--- src/pkg/rtc_pkg.sv ---
// constants, field layouts and carrier types for the rtc value views
// assumes a 10 MHz pclk and a 32-bit apb with 12 address bits
package rtc_pkg;

    // clocking and the one-second tick
    localparam int unsigned    CLK_PERIOD_NS = 100;
    localparam longint unsigned SECOND_NS    = 64'd1000000000;
    localparam int unsigned    SECOND_CYCLES =
        int'(SECOND_NS / longint'(CLK_PERIOD_NS));

    // apb address map, byte addresses
    localparam int unsigned    ADDR_W        = 12;
    localparam logic [11:0]    CTRL_OFS      = 12'h000;
    localparam logic [11:0]    TIME_WIN_OFS  = 12'h004;
    localparam logic [11:0]    ALARM_WIN_OFS = 12'h008;

    // control register layout
    localparam int unsigned    WREN_BIT      = 0;
    localparam int unsigned    TPTR_LSB      = 8;
    localparam int unsigned    APTR_LSB      = 12;
    localparam logic           WREN_RESET    = 1'b0;
    localparam logic [1:0]     PTR_RESET     = 2'h0;

    // window pointer codes
    localparam logic [1:0]     PTR_MINSEC    = 2'h0;
    localparam logic [1:0]     PTR_WDHR      = 2'h1;
    localparam logic [1:0]     PTR_MDAY      = 2'h2;

    // digit field positions inside the 16-bit views
    localparam int unsigned    WEEKDAY_LSB   = 8;
    localparam int unsigned    HRT_LSB       = 4;
    localparam int unsigned    HRO_LSB       = 0;
    localparam int unsigned    MINT_LSB      = 12;
    localparam int unsigned    MINO_LSB      = 8;
    localparam int unsigned    SECT_LSB      = 4;
    localparam int unsigned    SECO_LSB      = 0;
    localparam int unsigned    MTHT_BIT      = 12;
    localparam int unsigned    MTHO_LSB      = 8;
    localparam int unsigned    DAYT_LSB      = 4;
    localparam int unsigned    DAYO_LSB      = 0;

    // implemented bits of each view
    localparam logic [15:0]    WDHR_MASK     = 16'h073F;
    localparam logic [15:0]    MINSEC_MASK   = 16'h7F7F;
    localparam logic [15:0]    MDAY_MASK     = 16'h1F3F;

    // rollover limits
    localparam logic [3:0]     ONES_LAST     = 4'h9;
    localparam logic [2:0]     TENS60_LAST   = 3'h5;
    localparam logic [1:0]     HOUR_T_LAST   = 2'h2;
    localparam logic [3:0]     HOUR_O_LAST   = 4'h3;
    localparam logic [2:0]     WEEKDAY_LAST  = 3'h6;

    typedef struct packed {
        logic [2:0] weekday_digit;
        logic [1:0] hour_tens_digit;
        logic [3:0] hour_ones_digit;
        logic [2:0] minute_tens_digit;
        logic [3:0] minute_ones_digit;
        logic [2:0] second_tens_digit;
        logic [3:0] second_ones_digit;
    } clock_time_t;

    typedef struct packed {
        logic       month_tens_bit;
        logic [3:0] month_ones_digit;
        logic [1:0] calendar_day_tens_digit;
        logic [3:0] calendar_day_ones_digit;
    } alarm_date_t;

endpackage

--- src/core/second_divider.sv ---
// divider that turns pclk into a one-cycle enable once per period
// assumes pclk is the only clock and presetn is asynchronous active low
`timescale 1ns/1ps
module second_divider #(
    parameter int unsigned PERIOD = 10
) (
    input  wire logic pclk,
    input  wire logic presetn,
    output logic      tick
);
    import rtc_pkg::*;

    logic [31:0] count_q;
    logic        tick_q;

    // free-running count, wraps after period cycles
    always_ff @(posedge pclk or negedge presetn) begin
        if (!presetn) begin
            count_q <= 32'h0000_0000;
        end else if (count_q == 32'(PERIOD - 1)) begin
            count_q <= 32'h0000_0000;
        end else begin
            count_q <= count_q + 32'h0000_0001;
        end
    end

    // one-cycle pulse at the wrap
    always_ff @(posedge pclk or negedge presetn) begin
        if (!presetn) begin
            tick_q <= 1'b0;
        end else begin
            tick_q <= (count_q == 32'(PERIOD - 1));
        end
    end

    assign tick = tick_q;
endmodule

--- src/core/rtc_value_views.sv ---
// bcd time and alarm value views of a real-time clock, apb slave
// assumes pclk at 10 MHz, presetn asynchronous active low, apb master
//
// Chosen here: the register offsets and register access over APB.
`timescale 1ns/1ps
module rtc_value_views #(
    parameter int unsigned SECOND_TICKS = rtc_pkg::SECOND_CYCLES
) (
    input  wire logic                      pclk,
    input  wire logic                      presetn,
    input  wire logic                      psel,
    input  wire logic                      penable,
    input  wire logic                      pwrite,
    input  wire logic [rtc_pkg::ADDR_W-1:0] paddr,
    input  wire logic [31:0]               pwdata,
    input  wire logic [3:0]                pstrb,
    output logic                           pready,
    output logic [31:0]                    prdata,
    output logic                           pslverr
);
    import rtc_pkg::*;

    logic        sec_tick;
    logic        wren_q;
    logic [1:0]  tptr_q;
    logic [1:0]  aptr_q;
    clock_time_t time_q;
    clock_time_t time_d;
    clock_time_t alarm_time_q;
    clock_time_t alarm_time_d;
    alarm_date_t alarm_date_q;
    alarm_date_t alarm_date_d;
    logic [31:0] prdata_q;
    logic [15:0] time_view;
    logic [15:0] alarm_view;
    logic        setup;
    logic        access;
    logic        sel_ctrl;
    logic        sel_time;
    logic        sel_alarm;
    logic        upper_touch;
    logic        time_wr;
    logic        alarm_wr;

    // packs the weekday and hour digits into their view
    function automatic logic [15:0] pack_wdhr(input clock_time_t t);
        logic [15:0] v;
        v = 16'h0000;
        v[WEEKDAY_LSB +: 3] = t.weekday_digit;
        v[HRT_LSB +: 2]  = t.hour_tens_digit;
        v[HRO_LSB +: 4]  = t.hour_ones_digit;
        return v;
    endfunction

    // packs the minute and second digits into their view
    function automatic logic [15:0] pack_minsec(input clock_time_t t);
        logic [15:0] v;
        v = 16'h0000;
        v[MINT_LSB +: 3] = t.minute_tens_digit;
        v[MINO_LSB +: 4] = t.minute_ones_digit;
        v[SECT_LSB +: 3] = t.second_tens_digit;
        v[SECO_LSB +: 4] = t.second_ones_digit;
        return v;
    endfunction

    // loads the weekday and hour digits from a view
    function automatic clock_time_t unpack_wdhr(input clock_time_t t,
                                                input logic [15:0] v);
        clock_time_t r;
        r = t;
        r.weekday_digit   = v[WEEKDAY_LSB +: 3];
        r.hour_tens_digit = v[HRT_LSB +: 2];
        r.hour_ones_digit = v[HRO_LSB +: 4];
        return r;
    endfunction

    // loads the minute and second digits from a view
    function automatic clock_time_t unpack_minsec(input clock_time_t t,
                                                  input logic [15:0] v);
        clock_time_t r;
        r = t;
        r.minute_tens_digit = v[MINT_LSB +: 3];
        r.minute_ones_digit = v[MINO_LSB +: 4];
        r.second_tens_digit = v[SECT_LSB +: 3];
        r.second_ones_digit = v[SECO_LSB +: 4];
        return r;
    endfunction

    // byte-lane merge of a write, unimplemented bits forced to zero
    function automatic logic [15:0] merge(input logic [15:0] old,
                                          input logic [15:0] wd,
                                          input logic [1:0]  strb,
                                          input logic [15:0] mask);
        logic [15:0] bm;
        bm = {{8{strb[1]}}, {8{strb[0]}}};
        return ((old & ~bm) | (wd & bm)) & mask;
    endfunction

    // one-second step with bcd carries
    function automatic clock_time_t advance(input clock_time_t t);
        clock_time_t r;
        r = t;
        if (t.second_ones_digit != ONES_LAST) begin
            r.second_ones_digit = t.second_ones_digit + 4'h1;
        end else begin
            r.second_ones_digit = 4'h0;
            if (t.second_tens_digit != TENS60_LAST) begin
                r.second_tens_digit = t.second_tens_digit + 3'h1;
            end else begin
                r.second_tens_digit = 3'h0;
                if (t.minute_ones_digit != ONES_LAST) begin
                    r.minute_ones_digit = t.minute_ones_digit + 4'h1;
                end else begin
                    r.minute_ones_digit = 4'h0;
                    if (t.minute_tens_digit != TENS60_LAST) begin
                        r.minute_tens_digit = t.minute_tens_digit + 3'h1;
                    end else begin
                        r.minute_tens_digit = 3'h0;
                        if (t.hour_tens_digit == HOUR_T_LAST &&
                            t.hour_ones_digit == HOUR_O_LAST) begin
                            r.hour_tens_digit = 2'h0;
                            r.hour_ones_digit = 4'h0;
                            r.weekday_digit = (t.weekday_digit == WEEKDAY_LAST)
                                ? 3'h0 : t.weekday_digit + 3'h1;
                        end else if (t.hour_ones_digit == ONES_LAST) begin
                            r.hour_ones_digit = 4'h0;
                            r.hour_tens_digit = t.hour_tens_digit + 2'h1;
                        end else begin
                            r.hour_ones_digit = t.hour_ones_digit + 4'h1;
                        end
                    end
                end
            end
        end
        return r;
    endfunction

    // once-a-second enable
    second_divider #(
        .PERIOD  (SECOND_TICKS)
    ) u_second (
        .pclk    (pclk),
        .presetn (presetn),
        .tick    (sec_tick)
    );

    // apb phase and address decode
    assign setup       = psel & ~penable;
    assign access      = psel & penable;
    assign sel_ctrl    = (paddr == CTRL_OFS);
    assign sel_time    = (paddr == TIME_WIN_OFS);
    assign sel_alarm   = (paddr == ALARM_WIN_OFS);
    assign upper_touch = pwrite ? pstrb[1] : 1'b1; // reads touch upper byte
    assign time_wr     = access & pwrite & sel_time & wren_q;
    assign alarm_wr    = access & pwrite & sel_alarm;

    // zero-wait slave, error on unmapped address
    assign pready  = access;
    assign pslverr = access & ~(sel_ctrl | sel_time | sel_alarm);
    assign prdata  = prdata_q;

    // views that each window currently presents
    always_comb begin
        unique case (tptr_q)
            PTR_WDHR:   time_view = pack_wdhr(time_q);
            PTR_MINSEC: time_view = pack_minsec(time_q);
            default:    time_view = 16'h0000;
        endcase
    end

    always_comb begin
        alarm_view = 16'h0000;
        unique case (aptr_q)
            PTR_MDAY: begin
                alarm_view[MTHT_BIT]       = alarm_date_q.month_tens_bit;
                alarm_view[MTHO_LSB +: 4]  = alarm_date_q.month_ones_digit;
                alarm_view[DAYT_LSB +: 2]  =
                    alarm_date_q.calendar_day_tens_digit;
                alarm_view[DAYO_LSB +: 4]  =
                    alarm_date_q.calendar_day_ones_digit;
            end
            PTR_WDHR:   alarm_view = pack_wdhr(alarm_time_q);
            PTR_MINSEC: alarm_view = pack_minsec(alarm_time_q);
            default:    alarm_view = 16'h0000;
        endcase
    end

    // read data captured in the setup cycle
    always_ff @(posedge pclk or negedge presetn) begin
        if (!presetn) begin
            prdata_q <= 32'h0000_0000;
        end else if (setup) begin
            prdata_q <= 32'h0000_0000;
            if (sel_ctrl) begin
                prdata_q[WREN_BIT]      <= wren_q;
                prdata_q[TPTR_LSB +: 2] <= tptr_q;
                prdata_q[APTR_LSB +: 2] <= aptr_q;
            end else if (sel_time) begin
                prdata_q[15:0] <= time_view;
            end else if (sel_alarm) begin
                prdata_q[15:0] <= alarm_view;
            end
        end
    end

    // write-enable control
    always_ff @(posedge pclk or negedge presetn) begin
        if (!presetn) begin
            wren_q <= WREN_RESET;
        end else if (access & pwrite & sel_ctrl & pstrb[0]) begin
            wren_q <= pwdata[WREN_BIT];
        end
    end

    // window pointers: loaded by software, stepped by upper-byte access
    always_ff @(posedge pclk or negedge presetn) begin
        if (!presetn) begin
            tptr_q <= PTR_RESET;
        end else if (access & pwrite & sel_ctrl & pstrb[1]) begin
            tptr_q <= pwdata[TPTR_LSB +: 2];
        end else if (access & sel_time & upper_touch &
                     tptr_q != PTR_MINSEC) begin
            tptr_q <= tptr_q - 2'h1;
        end
    end

    always_ff @(posedge pclk or negedge presetn) begin
        if (!presetn) begin
            aptr_q <= PTR_RESET;
        end else if (access & pwrite & sel_ctrl & pstrb[1]) begin
            aptr_q <= pwdata[APTR_LSB +: 2];
        end else if (access & sel_alarm & upper_touch &
                     aptr_q != PTR_MINSEC) begin
            aptr_q <= aptr_q - 2'h1;
        end
    end

    // running time: tick first, then written bytes override
    always_comb begin
        time_d = sec_tick ? advance(time_q) : time_q;
        if (time_wr && tptr_q == PTR_MINSEC) begin
            time_d = unpack_minsec(time_d, merge(pack_minsec(time_d),
                     pwdata[15:0], pstrb[1:0], MINSEC_MASK));
        end else if (time_wr && tptr_q == PTR_WDHR) begin
            time_d = unpack_wdhr(time_d, merge(pack_wdhr(time_d),
                     pwdata[15:0], pstrb[1:0], WDHR_MASK));
        end
    end

    always_ff @(posedge pclk or negedge presetn) begin
        if (!presetn) begin
            time_q <= '0;
        end else begin
            time_q <= time_d;
        end
    end

    // alarm views: minsec always writable, the others need write enable
    always_comb begin
        logic [15:0] v;
        v            = 16'h0000;
        alarm_time_d = alarm_time_q;
        alarm_date_d = alarm_date_q;
        if (alarm_wr && aptr_q == PTR_MINSEC) begin
            alarm_time_d = unpack_minsec(alarm_time_q,
                merge(pack_minsec(alarm_time_q), pwdata[15:0], pstrb[1:0],
                      MINSEC_MASK));
        end else if (alarm_wr && wren_q && aptr_q == PTR_WDHR) begin
            alarm_time_d = unpack_wdhr(alarm_time_q,
                merge(pack_wdhr(alarm_time_q), pwdata[15:0], pstrb[1:0],
                      WDHR_MASK));
        end else if (alarm_wr && wren_q && aptr_q == PTR_MDAY) begin
            v = merge(alarm_view, pwdata[15:0], pstrb[1:0], MDAY_MASK);
            alarm_date_d.month_tens_bit          = v[MTHT_BIT];
            alarm_date_d.month_ones_digit        = v[MTHO_LSB +: 4];
            alarm_date_d.calendar_day_tens_digit = v[DAYT_LSB +: 2];
            alarm_date_d.calendar_day_ones_digit = v[DAYO_LSB +: 4];
        end
    end

    always_ff @(posedge pclk or negedge presetn) begin
        if (!presetn) begin
            alarm_time_q <= '0;
            alarm_date_q <= '0;
        end else begin
            alarm_time_q <= alarm_time_d;
            alarm_date_q <= alarm_date_d;
        end
    end

    // checks on the views, the locks, the pointers and the second and day rollovers
    unimpl_zero_a: assert property (
        @(posedge pclk) disable iff (!presetn)
        access && !pwrite && (sel_time || sel_alarm) |->
            prdata[31:16] == 16'h0000 && prdata[15] == 1'b0 &&
            prdata[7] == 1'b0)
        else $error("unimplemented view bits read nonzero");

    time_view_a: assert property (
        @(posedge pclk) disable iff (!presetn)
        setup && sel_time && tptr_q == PTR_WDHR |=>
            prdata[15:0] == $past(time_view) &&
            prdata[15:11] == 5'h00 && prdata[7:6] == 2'h0)
        else $error("time window read does not match its view");

    alarm_view_a: assert property (
        @(posedge pclk) disable iff (!presetn)
        setup && sel_alarm && aptr_q == PTR_MDAY |=>
            prdata[12] == $past(alarm_date_q.month_tens_bit) &&
            prdata[5:4] == $past(alarm_date_q.calendar_day_tens_digit) &&
            prdata[15:13] == 3'h0)
        else $error("alarm month-day view misplaced");

    time_lock_a: assert property (
        @(posedge pclk) disable iff (!presetn)
        access && pwrite && sel_time && !wren_q && !sec_tick |=>
            time_q == $past(time_q))
        else $error("locked time view was written");

    alarm_lock_a: assert property (
        @(posedge pclk) disable iff (!presetn)
        access && pwrite && sel_alarm && !wren_q &&
        aptr_q != PTR_MINSEC |=>
            $stable(alarm_date_q) && $stable(alarm_time_q))
        else $error("locked alarm view was written");

    ptr_step_a: assert property (
        @(posedge pclk) disable iff (!presetn)
        access && sel_time && upper_touch && tptr_q != PTR_MINSEC |=>
            tptr_q == $past(tptr_q) - 2'h1)
        else $error("time pointer did not step down");

    ptr_floor_a: assert property (
        @(posedge pclk) disable iff (!presetn)
        access && sel_alarm && aptr_q == PTR_MINSEC |=>
            (aptr_q == PTR_MINSEC) [*2])
        else $error("alarm pointer moved below zero");

    sec_wrap_a: assert property (
        @(posedge pclk) disable iff (!presetn)
        sec_tick && !time_wr && time_q.second_tens_digit == TENS60_LAST &&
        time_q.second_ones_digit == ONES_LAST |=>
            time_q.second_tens_digit == 3'h0 &&
            time_q.second_ones_digit == 4'h0 &&
            time_q.minute_ones_digit != $past(time_q.minute_ones_digit))
        else $error("seconds did not roll over with carry");

    day_wrap_a: assert property (
        @(posedge pclk) disable iff (!presetn)
        sec_tick && !time_wr && pack_minsec(time_q) == 16'h5959 &&
        time_q.hour_tens_digit == HOUR_T_LAST &&
        time_q.hour_ones_digit == HOUR_O_LAST &&
        time_q.weekday_digit == WEEKDAY_LAST |=>
            pack_wdhr(time_q) == 16'h0000 &&
            pack_minsec(time_q) == 16'h0000)
        else $error("midnight of weekday six did not wrap to zero");
endmodule

--- config.mk ---
export PLATFORM = sky130hd
export DESIGN_NAME = rtc_value_views
export DESIGN_NICKNAME = d
export VERILOG_FILES = /design/src/pkg/rtc_pkg.sv /design/src/core/second_divider.sv /design/src/core/rtc_value_views.sv
export SDC_FILE = /design/constraint.sdc
export NUM_CORES = 1
export LEC_CHECK = 0
export ABC_CLOCK_PERIOD_IN_PS = 2500
export BUFFER_PORTS_ARGS = -buffer_cell sky130_fd_sc_hd__buf_2
export CORE_MARGIN = 2
export CORE_UTILIZATION = 54
export CTS_CLUSTER_SIZE = 30
export DETAILED_ROUTE_END_ITERATION = 16
export GPL_TIMING_DRIVEN = 0
export PLACE_DENSITY = 0.76
export SETUP_SLACK_MARGIN = 0.3
export SKIP_LAST_GASP = 1
export SLEW_MARGIN = 20
export SYNTH_ARGS = -nofsm -noshare
export SYNTH_HDL_FRONTEND = slang
export SYNTH_HIERARCHICAL = 1
export SYNTH_SLANG_ARGS = --single-unit
--- constraint.sdc ---
create_clock -name pclk -period 2.5 [get_ports pclk]
set_input_delay 0.25 -clock pclk [delete_from_list [all_inputs] [get_ports pclk]]
set_output_delay 0.25 -clock pclk [all_outputs]
set_load 0.005 [all_outputs]
Word-level counts from Yosys, hierarchy flattened:

Cells that the tools add are included.

* output and inout bits: 34
* input port bits: 53
* logic and storage cells: 134
* flip-flop bits (word level): 111

* bitwise gates (word level): 34
* muxes and demuxes: 36
* eq/ne operators: 14
* reduce and logical (&&, ||, !) cells: 16
* add/subtract/negate cells: 10

Operators with widths (number)
* two-way mux 23 bit: 3
* bitwise AND 15 bit: 3
* adder 32 x 1 -> 32 bit, second input constant: 1
* == test 32 x 24 -> 1 bit, second input constant: 1
* two-way mux 16 bit: 2
* two-way mux 32 bit: 1
* bitwise OR 15 bit: 2
* case mux 15 bit (2 select lines): 1
* bitwise AND 11 bit: 2
* bitwise OR 11 bit: 2
* two-way mux 2 bit: 10
* two-way mux 19 bit: 1
* case mux 6 bit (3 select lines): 1
* bitwise AND 1 bit: 16
* two-way mux 15 bit: 1
* inverter 15 bit: 1
* case mux 5 bit (3 select lines): 1
* two-way mux 14 bit: 1
* bitwise AND 13 bit: 1
* bitwise OR 13 bit: 1
* adder 4 x 1 -> 4 bit, second input constant: 3
* == test 12 x 3 -> 1 bit, second input constant: 1
* == test 12 x 4 -> 1 bit, second input constant: 1
* logical NOT 12 bit: 1
* other kinds (24): 52

Longest topological paths before layout:

Gate-level depths: netlist of run 1.

* word-level depth: 12
* mapped depth: 8
* mapped depth without buffers: 7

Modules after synthesis:

The synthesis of run 1 kept the hierarchy.

Modules (own cells, without submodules)
* rtc_value_views: instances 1, area each 4465.5 µm², sequential area each 1901.8 µm², cells each 468
* second_divider: instances 1, area each 1605.3 µm², sequential area each 825.8 µm², cells each 150

Least setup slack after synthesis of run 1:

Ideal clock, no wire load.

* kind: input to register
* start: input paddr[5] in the netlist's numbering
* end: register with a tool-made name
* data required time: 2.375 ns
* arrival time: 1.982 ns
* setup time: 0.125 ns
* path buffers: 0
* path slack: 0.393 ns
* stages on the path: 5
* path through: or4_4 or4_4 nor2_8 nand3_4 mux2_4

RTL lines
* from (decl): line rtc_value_views.sv:14 `input wire logic [rtc_pkg::ADDR_W-1:0] paddr,`

Worst setup path after layout of run 1:

* start: register aptr_q[0]
* end: register prdata_q[8], in the netlist prdata[8]

* cells in the longest elaborated chain, start to end: 5
* elaborated cells between the ends (all ways): 7
* classes of those cells: eq/ne: 2; mux: 4; reduce/logical: 1

Ends and longest elaborated chain
* from (decl): line rtc_value_views.sv:26 `logic [1:0] aptr_q;`
* from (signal assigned): line rtc_value_views.sv:231 `aptr_q <= pwdata[APTR_LSB +: 2];`
* from (signal assigned): line rtc_value_views.sv:234 `aptr_q <= aptr_q - 2'h1;`
* == test 2 x 1 -> 1 bit (tied with other cells): line rtc_value_views.sv:173 `unique case (aptr_q)`
* case mux 5 bit (3 select lines) *: line rtc_value_views.sv:173
* two-way mux 15 bit *: line rtc_value_views.sv:200 `end else if (sel_alarm) begin`
* two-way mux 16 bit *: line rtc_value_views.sv:198 `end else if (sel_time) begin`
* two-way mux 2 bit *: line rtc_value_views.sv:194 `if (sel_ctrl) begin`
* to (signal, indexed assignment): line rtc_value_views.sv:195 `prdata_q[WREN_BIT] <= wren_q;`
* to (signal assigned): line rtc_value_views.sv:199 `prdata_q[15:0] <= time_view;`
* to (signal assigned): line rtc_value_views.sv:201 `prdata_q[15:0] <= alarm_view;`
* to (decl): line rtc_value_views.sv:33 `logic [31:0] prdata_q;`

Mark *: on every way between the ends. The rest lies on a longest branch, timed or not.
A chain may end at the register's enable or synchronous reset.

==> metrics, run 1 <==
post-layout net count approximately 760; Synth cell types 67; Top Ports 87; DR vias between 4000 and 5000; Fin. Hold Viols 0; count of standard-cell rows 38; # DRC 0; worst reg2reg path depth 7; slowest CP cell a222oi_1; DIE WIDTH 110 um; die height roughly 110 um; final core occ between 60% and 70%; share of cells above drive strength 1 a little over a fifth; FMAX 464 MHz; final wirelength approximately 15000 um; #FFs+latches synth ~110; post-synthesis sequential area ratio roughly 45%; RSZ-0062 raised after global routing true; post-route ant nets 0; initial antenna violation count 1; Period Utilization, post-route between 80% and 90%; vias in the first global route roughly 4800; GRT Total Usage about a quarter; critical path startpoint aptr_q[0]; clk sinks between 100 and 150; gpl congestion ~0.95; family with the most delay on the worst path compound AO/OA/AOI/OAI gates; Slew Viols, Final 0; WL/cell roughly 17 um; Synth-to-Final Area Change 14.1%; Final min period approximately 2200 ps; ant diodes 0; Async SR Flop Fraction between 90% and 100%; CTS Buf Count 9; Synth warnings 6; WP data required 2780 ps; initial core utilization 55.8%; Synth Area per Inst between 9 and 10 sq um; Worst-Skew Late Latency between 300 and 400 ps; Overflow after GRT 0; largest net degree at the start of global routing between 70 and 80; worst path cell trace inv_1, ha_1, clkbuf_2, a222oi_1, nor2_1, a221oi_1, a21oi_1; Post-synth top flop dfrtp_1; Largest stage delay, worst path ~470 ps; final std cells w/o fill around 840; WS Path Type reg2reg; Worst Setup Start Kind register; critical path endpoint prdata[8]; Detail Placement HPWL 10800 um; Max FO, Critical Path 10; Worst Skew 12.0 ps; Post-Syn Area about 0.0061 sq mm; full die area about 0.012 sq mm; Worst Hold Slack 101 ps; max-cap viol count 0; CTS tree built; R2R Setup Slk about 350 ps; status complete, no violations; # setup viols final 0; Pwr Density between 400 and 500 mW/mm^2; Post-synth EDFFs 0; placed cells about 820; Max H-tree Level 3; Worst path depth 7; TNS Setup 0 ps; P_leak between 3 and 4 nW; vias per cell around 5.8; worst reg2reg startpoint aptr_q[0]; Starting DRT DRC Count approximately 300; Buf+Inv Stages, Crit Path 2; max_slew headroom between 50% and 60%; worst-margin pin slew 600 ps; Core Region approximately 0.011 sq mm; reg2reg end prdata[8]; Critical Path AT ~2400 ps; first-pass GRT wire length ~24000 um; element type at the critical path end register; peak supply drop around 0.46 mV; Clock Root Buffer clkbuf_8; Final Total Pwr ~3.2 mW; Hold WC Path Type in2reg; Clock Path Buffers 2; I/O Buffers 46; drt pass-1 iters 6; CTS clock-pin slew for the worst setup and hold paths approximately 110 ps; synthesized instance count approximately 620; hold path startpoint pwdata[6]
## cell usage after synthesis (3+ instances only)
cell type / count / area [sq um]
a21oi_1: 40 / 200
a221oi_1: 3 / 26.3
a222oi_1: 9 / 90.1
a22o_1: 8 / 70.1
a22oi_1: 8 / 60.1
and2_1: 5 / 31.3
and3_1: 4 / 25.0
and4b_1: 3 / 30.0
buf_2: 4 / 20.0
buf_4: 19 / 143
clkbuf_1: 17 / 63.8
dfrtp_1: 109 / 2730
ha_1: 10 / 125
inv_1: 20 / 75.1
mux2_2: 14 / 158
mux2_4: 14 / 210
mux2i_1: 8 / 80.1
nand2_1: 55 / 206
nand2b_1: 5 / 31.3
nand3_1: 18 / 90.1
nand4_1: 17 / 106
nor2_1: 53 / 199
nor2b_1: 4 / 25.0
nor3_1: 22 / 110
nor3b_1: 4 / 30.0
nor4_1: 10 / 62.6
nor4b_1: 3 / 26.3
o21ai_0: 41 / 205
or2_2: 4 / 25.0
or3_1: 3 / 18.8
xnor2_1: 24 / 210
xor2_1: 12 / 105
## through the flow
step / area, sq um / setup slack, ps
after global placement: 6540 / -186
after detailed placement: 6570 / -236
final: 6930 / 346
after CTS: 6880 / 304
after floorplan: 6130 / 393
after global routing: 6930 / 183
## cell families after synthesis
logic type,after synthesis,synth area share (%)
buffers and inverters,62,5.21
AO/OA/AOI/OAI,126,13.0
flip-flops,109,44.9
other,1,0.0618
multiplexers,36,7.38
AND/OR/NAND/NOR,238,22.1
XOR/XNOR,36,5.19
adder cells (fa/ha/maj),10,2.06
## where the power goes
group	internal [mW]	switching (mW)
registers	1.77	0.00503
clock network	0.598	0.628
logic	0.0692	0.119
## timing repair
item	4_1_cts	5_1_grt
endpoints found under the setup margin	26	25
hold buffers	1	0
pin swaps	2	5
endpoints found under the hold margin	37	0
gates resized for setup	11	10
cloned	0	0
buffers inserted	1	4
## tightest hold or removal path, stage by stage
cell and delay (ps):
buf_2 100, nand2_1 50, o21ai_0 60
## area by class of cell
cell class,instances,area (sq um)
buffer,42,250
timing repair buffer,53,312
clock inverter,6,93.8
inverter,20,75.1
tap,140,175
sequential,109,2730
clock buffer,10,138
fill,894,3960
multi-input combinational,464,3150
## per-layer routing
| layer | global-route usage [%] | vias up | part of all wire, % |
|---|---|---|---|
| li1 | - | 2357 | - |
| met3 | 6.11 | 33 | 5.4 |
| met5 | 0 | - | 0.075 |
| met1 | 32.6 | 2393 | 43 |
| met4 | 10.8 | 2 | 3.1 |
| met2 | 42.1 | 149 | 48 |
## worst min-delay path by stage
stage / to / slack [ps] / cells after the start
floorplan: async pin / -50 / 0
global placement: prdata[11] / 460 / 2
detailed placement: prdata[2] / 180 / 1
CTS: register / 80 / 2
global route: register / 90 / 2
finish: time_q[6] / 100 / 3
## cell usage in the layout, fill, tap and decap left out, drive strengths merged, types with 4 or more instances in the layout
cell type  instances
a22o               8
ha                10
or2                5
nor3              22
and3               4
a222oi             9
or4                4
mux2              28
and2               5
nand3             22
nor4b              4
inv               21
a21oi             40
dfrtp            109
nor2              55
mux2i              8
conb              18
clkbuf            26
nor3b              5
nand2b             5
buf               78
nand4             18
o21ai             41
nand2             55
nor2b              4
xor2              12
a22oi              8
xnor2             24
nor4              13
No activity file was read; power rests on OpenSTA's default activity.
==> run 2: changes to the inputs <==
BUFFER_PORTS_ARGS = not set   (was -buffer_cell sky130_fd_sc_hd__buf_2)
DONT_BUFFER_PORTS = 1   (was not set)
PLACE_DENSITY = 0.69   (was 0.76)
TNS_END_PERCENT = 50   (was not set)
==> run 2 against run 1 <==
Net effect: the run now ends with hold timing left; via count down 1.2%; sequential share of layout area up 0.81 points; non-clock buffer count down 34; cell count down 4.0%; first-iteration DRC count up 13%; core utilization down 1.4 points.
==> metrics, run 2 (synthesis results as in run 1) <==
element type at the critical path end register (unchanged); Clock Root Buffer clkbuf_8 (unchanged); final wirelength 15400 um (was 14600 um); max_slew headroom 61.2% (was 59.9%); gpl congestion 0.914 (was 0.950); vias per cell 6.02 (was 5.85); worst-margin pin slew 580 ps (was 600 ps); reg2reg end prdata[8] (unchanged); Fillers 911 (was 894); full die area 0.0121 sq mm (unchanged); initial antenna violation count 0 (was 1); drt pass-1 iters 5 (was 6); # DRC 0 (unchanged); Fin. Hold Viols 109 (was 0); worst path cell trace inv_1, ha_1, clkbuf_4, a222oi_1, nor2_1, a221oi_1, a21oi_1 (was inv_1, ha_1, clkbuf_2, a222oi_1, nor2_1, a221oi_1, a21oi_1); slowest CP cell a222oi_1 (unchanged); RSZ-0062 raised after global routing true (unchanged); Final min period 2200 ps (was 2150 ps); Worst Setup Start Kind register (unchanged); sw power 0.683 mW (was 0.752 mW); leading cell types in the layout, fill and taps excluded 108 x dfrtp_1, 55 x nand2_1, 53 x nor2_1 (was 105 x dfrtp_1, 55 x nand2_1, 53 x nor2_1); clk sinks 109 (unchanged); Top Ports 87 (unchanged); combinational share of power 3.6% (was 5.9%); I/O Buffers 0 (was 46); Core Region 0.0109 sq mm (unchanged); post-layout net count 728 (was 762); initial core utilization 55.8% (unchanged); placed cells 775 (was 822); DIE WIDTH 110 um (unchanged); Detail Placement HPWL 10800 um (about the same); CTS clock-pin slew for the worst setup and hold paths 110 ps (about the same); vias in the first global route 4802 (was 4778); Largest stage delay, worst path 450 ps (was 470 ps); Final Total Pwr 3.10 mW (was 3.19 mW); status finished, violations left (was complete, no violations); post-route cell area 0.00678 sq mm (was 0.00693 sq mm); share of cells above drive strength 1 15.1% (was 21.6%); Net Sw Frac 22.0% (was 23.6%); Slew Viols, Final 0 (unchanged); Worst Hold Slack -456 ps (was 101 ps); CTS Buf Count 9 (unchanged); die height 110 um (unchanged); final std cells w/o fill 810 (was 844); most common cell after layout, fill and taps aside dfrtp_1 (unchanged); count of standard-cell rows 38 (unchanged); Reg power frac 57.5% (was 55.7%); post-place setup slack 35.4 ps (was -236 ps); Synth-to-Final Area Change 11.7% (was 14.1%); Post-DP Area 0.00632 sq mm (was 0.00657 sq mm); clock share of power 38.9% (was 38.4%); Max FO, Critical Path 10 (unchanged); Clock Path Buffers 2 (unchanged); FMAX 455 MHz (was 464 MHz); R2R Setup Slk 300 ps (was 350 ps); max-cap viol count 0 (unchanged); P_int 2.42 mW (was 2.44 mW); ant diodes 0 (unchanged); WP data required 2750 ps (was 2780 ps); # setup viols final 0 (unchanged); Worst-Skew Late Latency 390 ps (about the same); post-route ant nets 0 (unchanged); failing checks hold timing; Worst Setup Slack, final 303 ps (was 346 ps); P_leak 3.06 nW (was 3.24 nW); GRT Total Usage 26.4% (was 25.7%); Worst Skew 14.8 ps (was 12.0 ps); WL/cell 19.0 um (was 17.3 um); TNS Setup 0 ps (unchanged); CTS tree built (unchanged); Hold WC Path Type in2async (was in2reg); largest net degree at the start of global routing 110 (was 73); first-pass GRT wire length 24000 um (was 23600 um); Critical Path AT 2450 ps (was 2430 ps); DR vias 4877 (was 4934); Period Utilization, post-route 87.9% (was 86.2%); Pwr Density 457 mW/mm^2 (was 460 mW/mm^2); WS Path Type reg2reg (unchanged); Overflow after GRT 0 (unchanged); worst reg2reg startpoint aptr_q[0] (unchanged); Max H-tree Level 3 (unchanged); worst reg2reg path depth 7 (unchanged); peak supply drop 0.244 mV (was 0.462 mV); final core occ 62.3% (was 63.6%); Starting DRT DRC Count 331 (was 294)
==> run 2: cell count changes in the layout (fill, tap and decap cells not counted), moves of 2 or more <==
cell           previous run  this run
dfrtp_1                 105       108
clkinv_2                  0         2
dlygate4sd3_1             1        14
buf_2                    50         6
dfrtp_2                   4         1
==> run 2: metal layers <==
layer,GRT usage (%),share of wire (%),vias to the layer above
met5,0,0,-
met4,13.3,3.1,0
met3,4.64,6.3,40
met2,43.6,48,183
met1,33.3,43,2357
li1,-,-,2297
==> run 2: worst max path at each step <==
stage / startpoint / to / slack [ps] / cells after the start
floorplan: paddr[5] / register / 390 / 5
global placement: paddr[5] / time_q[10] / -150 / 5
detailed placement: time_q[9] / time_q[22] / 40 / 5
CTS: time_q[14] / time_q[22] / 220 / 6
global route: aptr_q[0] / prdata[8] / 220 / 7
finish: aptr_q[0] / prdata[8] / 300 / 7
==> run 2: final cells by class <==
| class | count | area [sq um] | share of cell area (%) |
|---|---|---|---|
| repair buffers | 19 | 178 | 2.62 |
| plain buffers | 42 | 250 | 3.69 |
| well taps | 140 | 175 | 2.58 |
| clock buffers | 10 | 138 | 2.03 |
| flip-flops and latches | 109 | 2730 | 40.2 |
| inverters | 20 | 75.1 | 1.11 |
| clock inverters | 6 | 86.3 | 1.27 |
| multi-input cells | 464 | 3150 | 46.4 |
==> run 2: what timing repair did <==
action                                  CTS  global route
hold buffers                             13             1
hold endpoints to repair                131           110
pin swaps                                 1             5
endpoints found under the setup margin   16            33
resized for setup                         8            12
buffers inserted                          1             4
==> run 2: power groups by stage <==
stage / combinational (mW) / sequential (mW) / clock [mW]
2_1_floorplan: 0.0719 / 1.81 / 0
3_3_place_gp: 0.0837 / 1.82 / 0
3_5_place_dp: 0.0857 / 1.82 / 0
4_1_cts: 0.108 / 1.78 / 1.22
5_1_grt: 0.124 / 1.78 / 1.28
6_report: 0.112 / 1.78 / 1.21
==> run 2: critical path, delay by kind of cell (launching register included) <==
| kind | cells | cell delay (ps) |
|---|---|---|
| AOI/OAI and AO/OA | 3 | 920 |
| adders and majority gates | 1 | 290 |
| buffers and inverters | 2 | 330 |
| DFF | 1 | 420 |
| and+or+nand+nor | 1 | 100 |
==> run 3: changes to the inputs <==
CORE_ASPECT_RATIO = 0.7   (was not set)
CORE_UTILIZATION = 62   (was 54)
PLACE_DENSITY = 0.78   (was 0.69)
==> run 3 against run 2 <==
Net effect: the run still ends with hold timing left; sequential cell count did not move; maximum frequency shrank 4.7%; count of clock-buffer cells in the layout down 1; total power increased by 7.4%; die area is 12% lower; critical endpoint is now time_q[22]; sequential share of layout area rose by 0.60 points.
==> metrics, run 3 (synthesis results as in run 1) <==
post-route ant nets 0 (unchanged); # DRC 0 (unchanged); Fin. Hold Viols 109 (unchanged); CTS Buf Count 9 (unchanged); Max H-tree Level 3 (unchanged); Clock Path Buffers 2 (unchanged); final std cells w/o fill 782 (was 810); Worst Setup Slack, final 194 ps (was 303 ps); Slew Viols, Final 0 (unchanged); GRT Total Usage 31.0% (was 26.4%); combinational share of power 2.8% (was 3.6%); CTS clock-pin slew for the worst setup and hold paths 70 ps (was 110 ps); Worst Setup Start Kind register (unchanged); sw power 0.736 mW (was 0.683 mW); worst path cell trace ha_1, nor4bb_2, inv_1, or2_2, or4_1, a31oi_1 (was inv_1, ha_1, clkbuf_4, a222oi_1, nor2_1, a221oi_1, a21oi_1); Period Utilization, post-route 92.2% (was 87.9%); P_leak 2.96 nW (was 3.06 nW); final wirelength 15900 um (was 15400 um); Overflow after GRT 0 (unchanged); Worst Skew 8.29 ps (was 14.8 ps); Synth-to-Final Area Change 10.0% (was 11.7%); post-layout net count 712 (was 728); Worst Hold Slack -411 ps (was -456 ps); initial antenna violation count 0 (unchanged); DIE WIDTH 122 um (was 110 um); WL/cell 20.4 um (was 19.0 um); max_slew headroom 52.6% (was 61.2%); worst-margin pin slew 709 ps (was 580 ps); largest net degree at the start of global routing 110 (unchanged); share of cells above drive strength 1 15.3% (was 15.1%); peak supply drop 0.319 mV (was 0.244 mV); gpl congestion 0.908 (was 0.914); status finished, violations left (unchanged); post-place setup slack -92.2 ps (was 35.4 ps); FMAX 434 MHz (was 455 MHz); Max FO, Critical Path 6 (was 10); Critical Path AT 2580 ps (was 2450 ps); failing checks hold timing (unchanged); Detail Placement HPWL 11500 um (was 10800 um); element type at the critical path end register (unchanged); Worst-Skew Late Latency 350 ps (was 390 ps); # setup viols final 0 (unchanged); clk sinks 109 (unchanged); leading cell types in the layout, fill and taps excluded 109 x dfrtp_1, 55 x nand2_1, 53 x nor2_1 (was 108 x dfrtp_1, 55 x nand2_1, 53 x nor2_1); RSZ-0062 raised after global routing true (unchanged); Reg power frac 53.5% (was 57.5%); vias in the first global route 4572 (was 4802); Clock Root Buffer clkbuf_16 (was clkbuf_8); DR vias 5038 (was 4877); first-pass GRT wire length 25000 um (was 24000 um); placed cells 763 (was 775); slowest CP cell dfrtp_1 (was a222oi_1); ant diodes 0 (unchanged); max-cap viol count 0 (unchanged); I/O Buffers 0 (unchanged); Largest stage delay, worst path 480 ps (was 450 ps); Core Region 0.00961 sq mm (was 0.0109 sq mm); WS Path Type reg2reg (unchanged); Pwr Density 498 mW/mm^2 (was 457 mW/mm^2); count of standard-cell rows 30 (was 38); CTS tree built (unchanged); P_int 2.59 mW (was 2.42 mW); initial core utilization 63.2% (was 55.8%); Final Total Pwr 3.33 mW (was 3.10 mW); full die area 0.0106 sq mm (was 0.0121 sq mm); Net Sw Frac 22.1% (was 22.0%); clock share of power 43.8% (was 38.9%); drt pass-1 iters 6 (was 5); Top Ports 87 (unchanged); most common cell after layout, fill and taps aside dfrtp_1 (unchanged); Hold WC Path Type in2async (unchanged); Starting DRT DRC Count 729 (was 331); Final min period 2310 ps (was 2200 ps); WP data required 2770 ps (was 2750 ps); die height 86.8 um (was 110 um); vias per cell 6.44 (was 6.02)
-- run 3: cell types whose count changed in the layout (fill, tap and decap cells not counted), sizes merged --
cell	change
clkinv	-1
bufinv	-1
clkbuf	-1
clkinvlp	+2
dlygate4sd3	-14
buf	-2
inv	+1
-- run 3: power by group through the flow --
stage | Clock [mW] | Sequential, mW | Combinational, mW
after floorplan | 0 | 1.81 | 0.0719
after global placement | 0 | 1.81 | 0.0841
after detailed placement | 0 | 1.81 | 0.0867
after CTS | 1.46 | 1.78 | 0.0873
after global routing | 1.54 | 1.78 | 0.101
final | 1.46 | 1.78 | 0.0915
-- run 3: final timing paths --
path	startpoint	slack, ps	cells past startpoint	to
worst max-delay path	time_q[14]	190	6	time_q[22]
worst min-delay path	presetn	-410	0	u_second/count_q[28]
worst min register to register	u_second/count_q[0]	480	1	u_second/count_q[0]
min in group pclk	pwdata[4]	20	2	time_q[4]
max in group asynchronous	presetn	2770	0	time_q[14]
worst max register to register	time_q[14]	190	6	time_q[22]
-- run 3: layout make-up --
type,count,area [sq um]
clock buffers,9,225
plain buffers,42,250
multi-input cells,464,3140
well taps,128,160
repair buffers,3,22.5
flip-flops and latches,109,2730
fillers,739,2930
clock inverters,7,75.1
inverters,20,75.1
-- run 3: what timing repair did --
item,4_1_cts,5_1_grt
setup endpoints to repair,25,33
endpoints found under the hold margin,109,109
resized for setup,1,21
buffers inserted,0,3
pin swaps,0,3
-- run 3: layer usage --
layer / up-vias / track usage, % / wire length (um)
li1: 2271 / - / -
met1: 2459 / 46.0 / 6960
met2: 286 / 43.9 / 6840
met3: 22 / 11.1 / 1960
met4: 0 / 6.37 / 180
met5: - / 0 / 0
-- run 3: metrics by stage --
step / instance area [sq um] / setup TNS (ps) / util [%]
floorplan: 6130 / 0 / -
global placement: 6290 / -73.0 / 65.5
detailed placement: 6290 / -536 / 65.5
CTS: 6600 / 0 / 68.7
global route: 6680 / 0 / 69.5
finish: 6680 / 0 / 69.5
-- run 3: critical path: cells and delay by family (launching register included) --
| kind | cells | cell delay [ps] |
|---|---|---|
| buffers and inverters | 1 | 80 |
| AOI/OAI and AO/OA | 1 | 180 |
| DFF | 1 | 480 |
| adders and majority gates | 1 | 220 |
| and+or+nand+nor | 3 | 1270 |
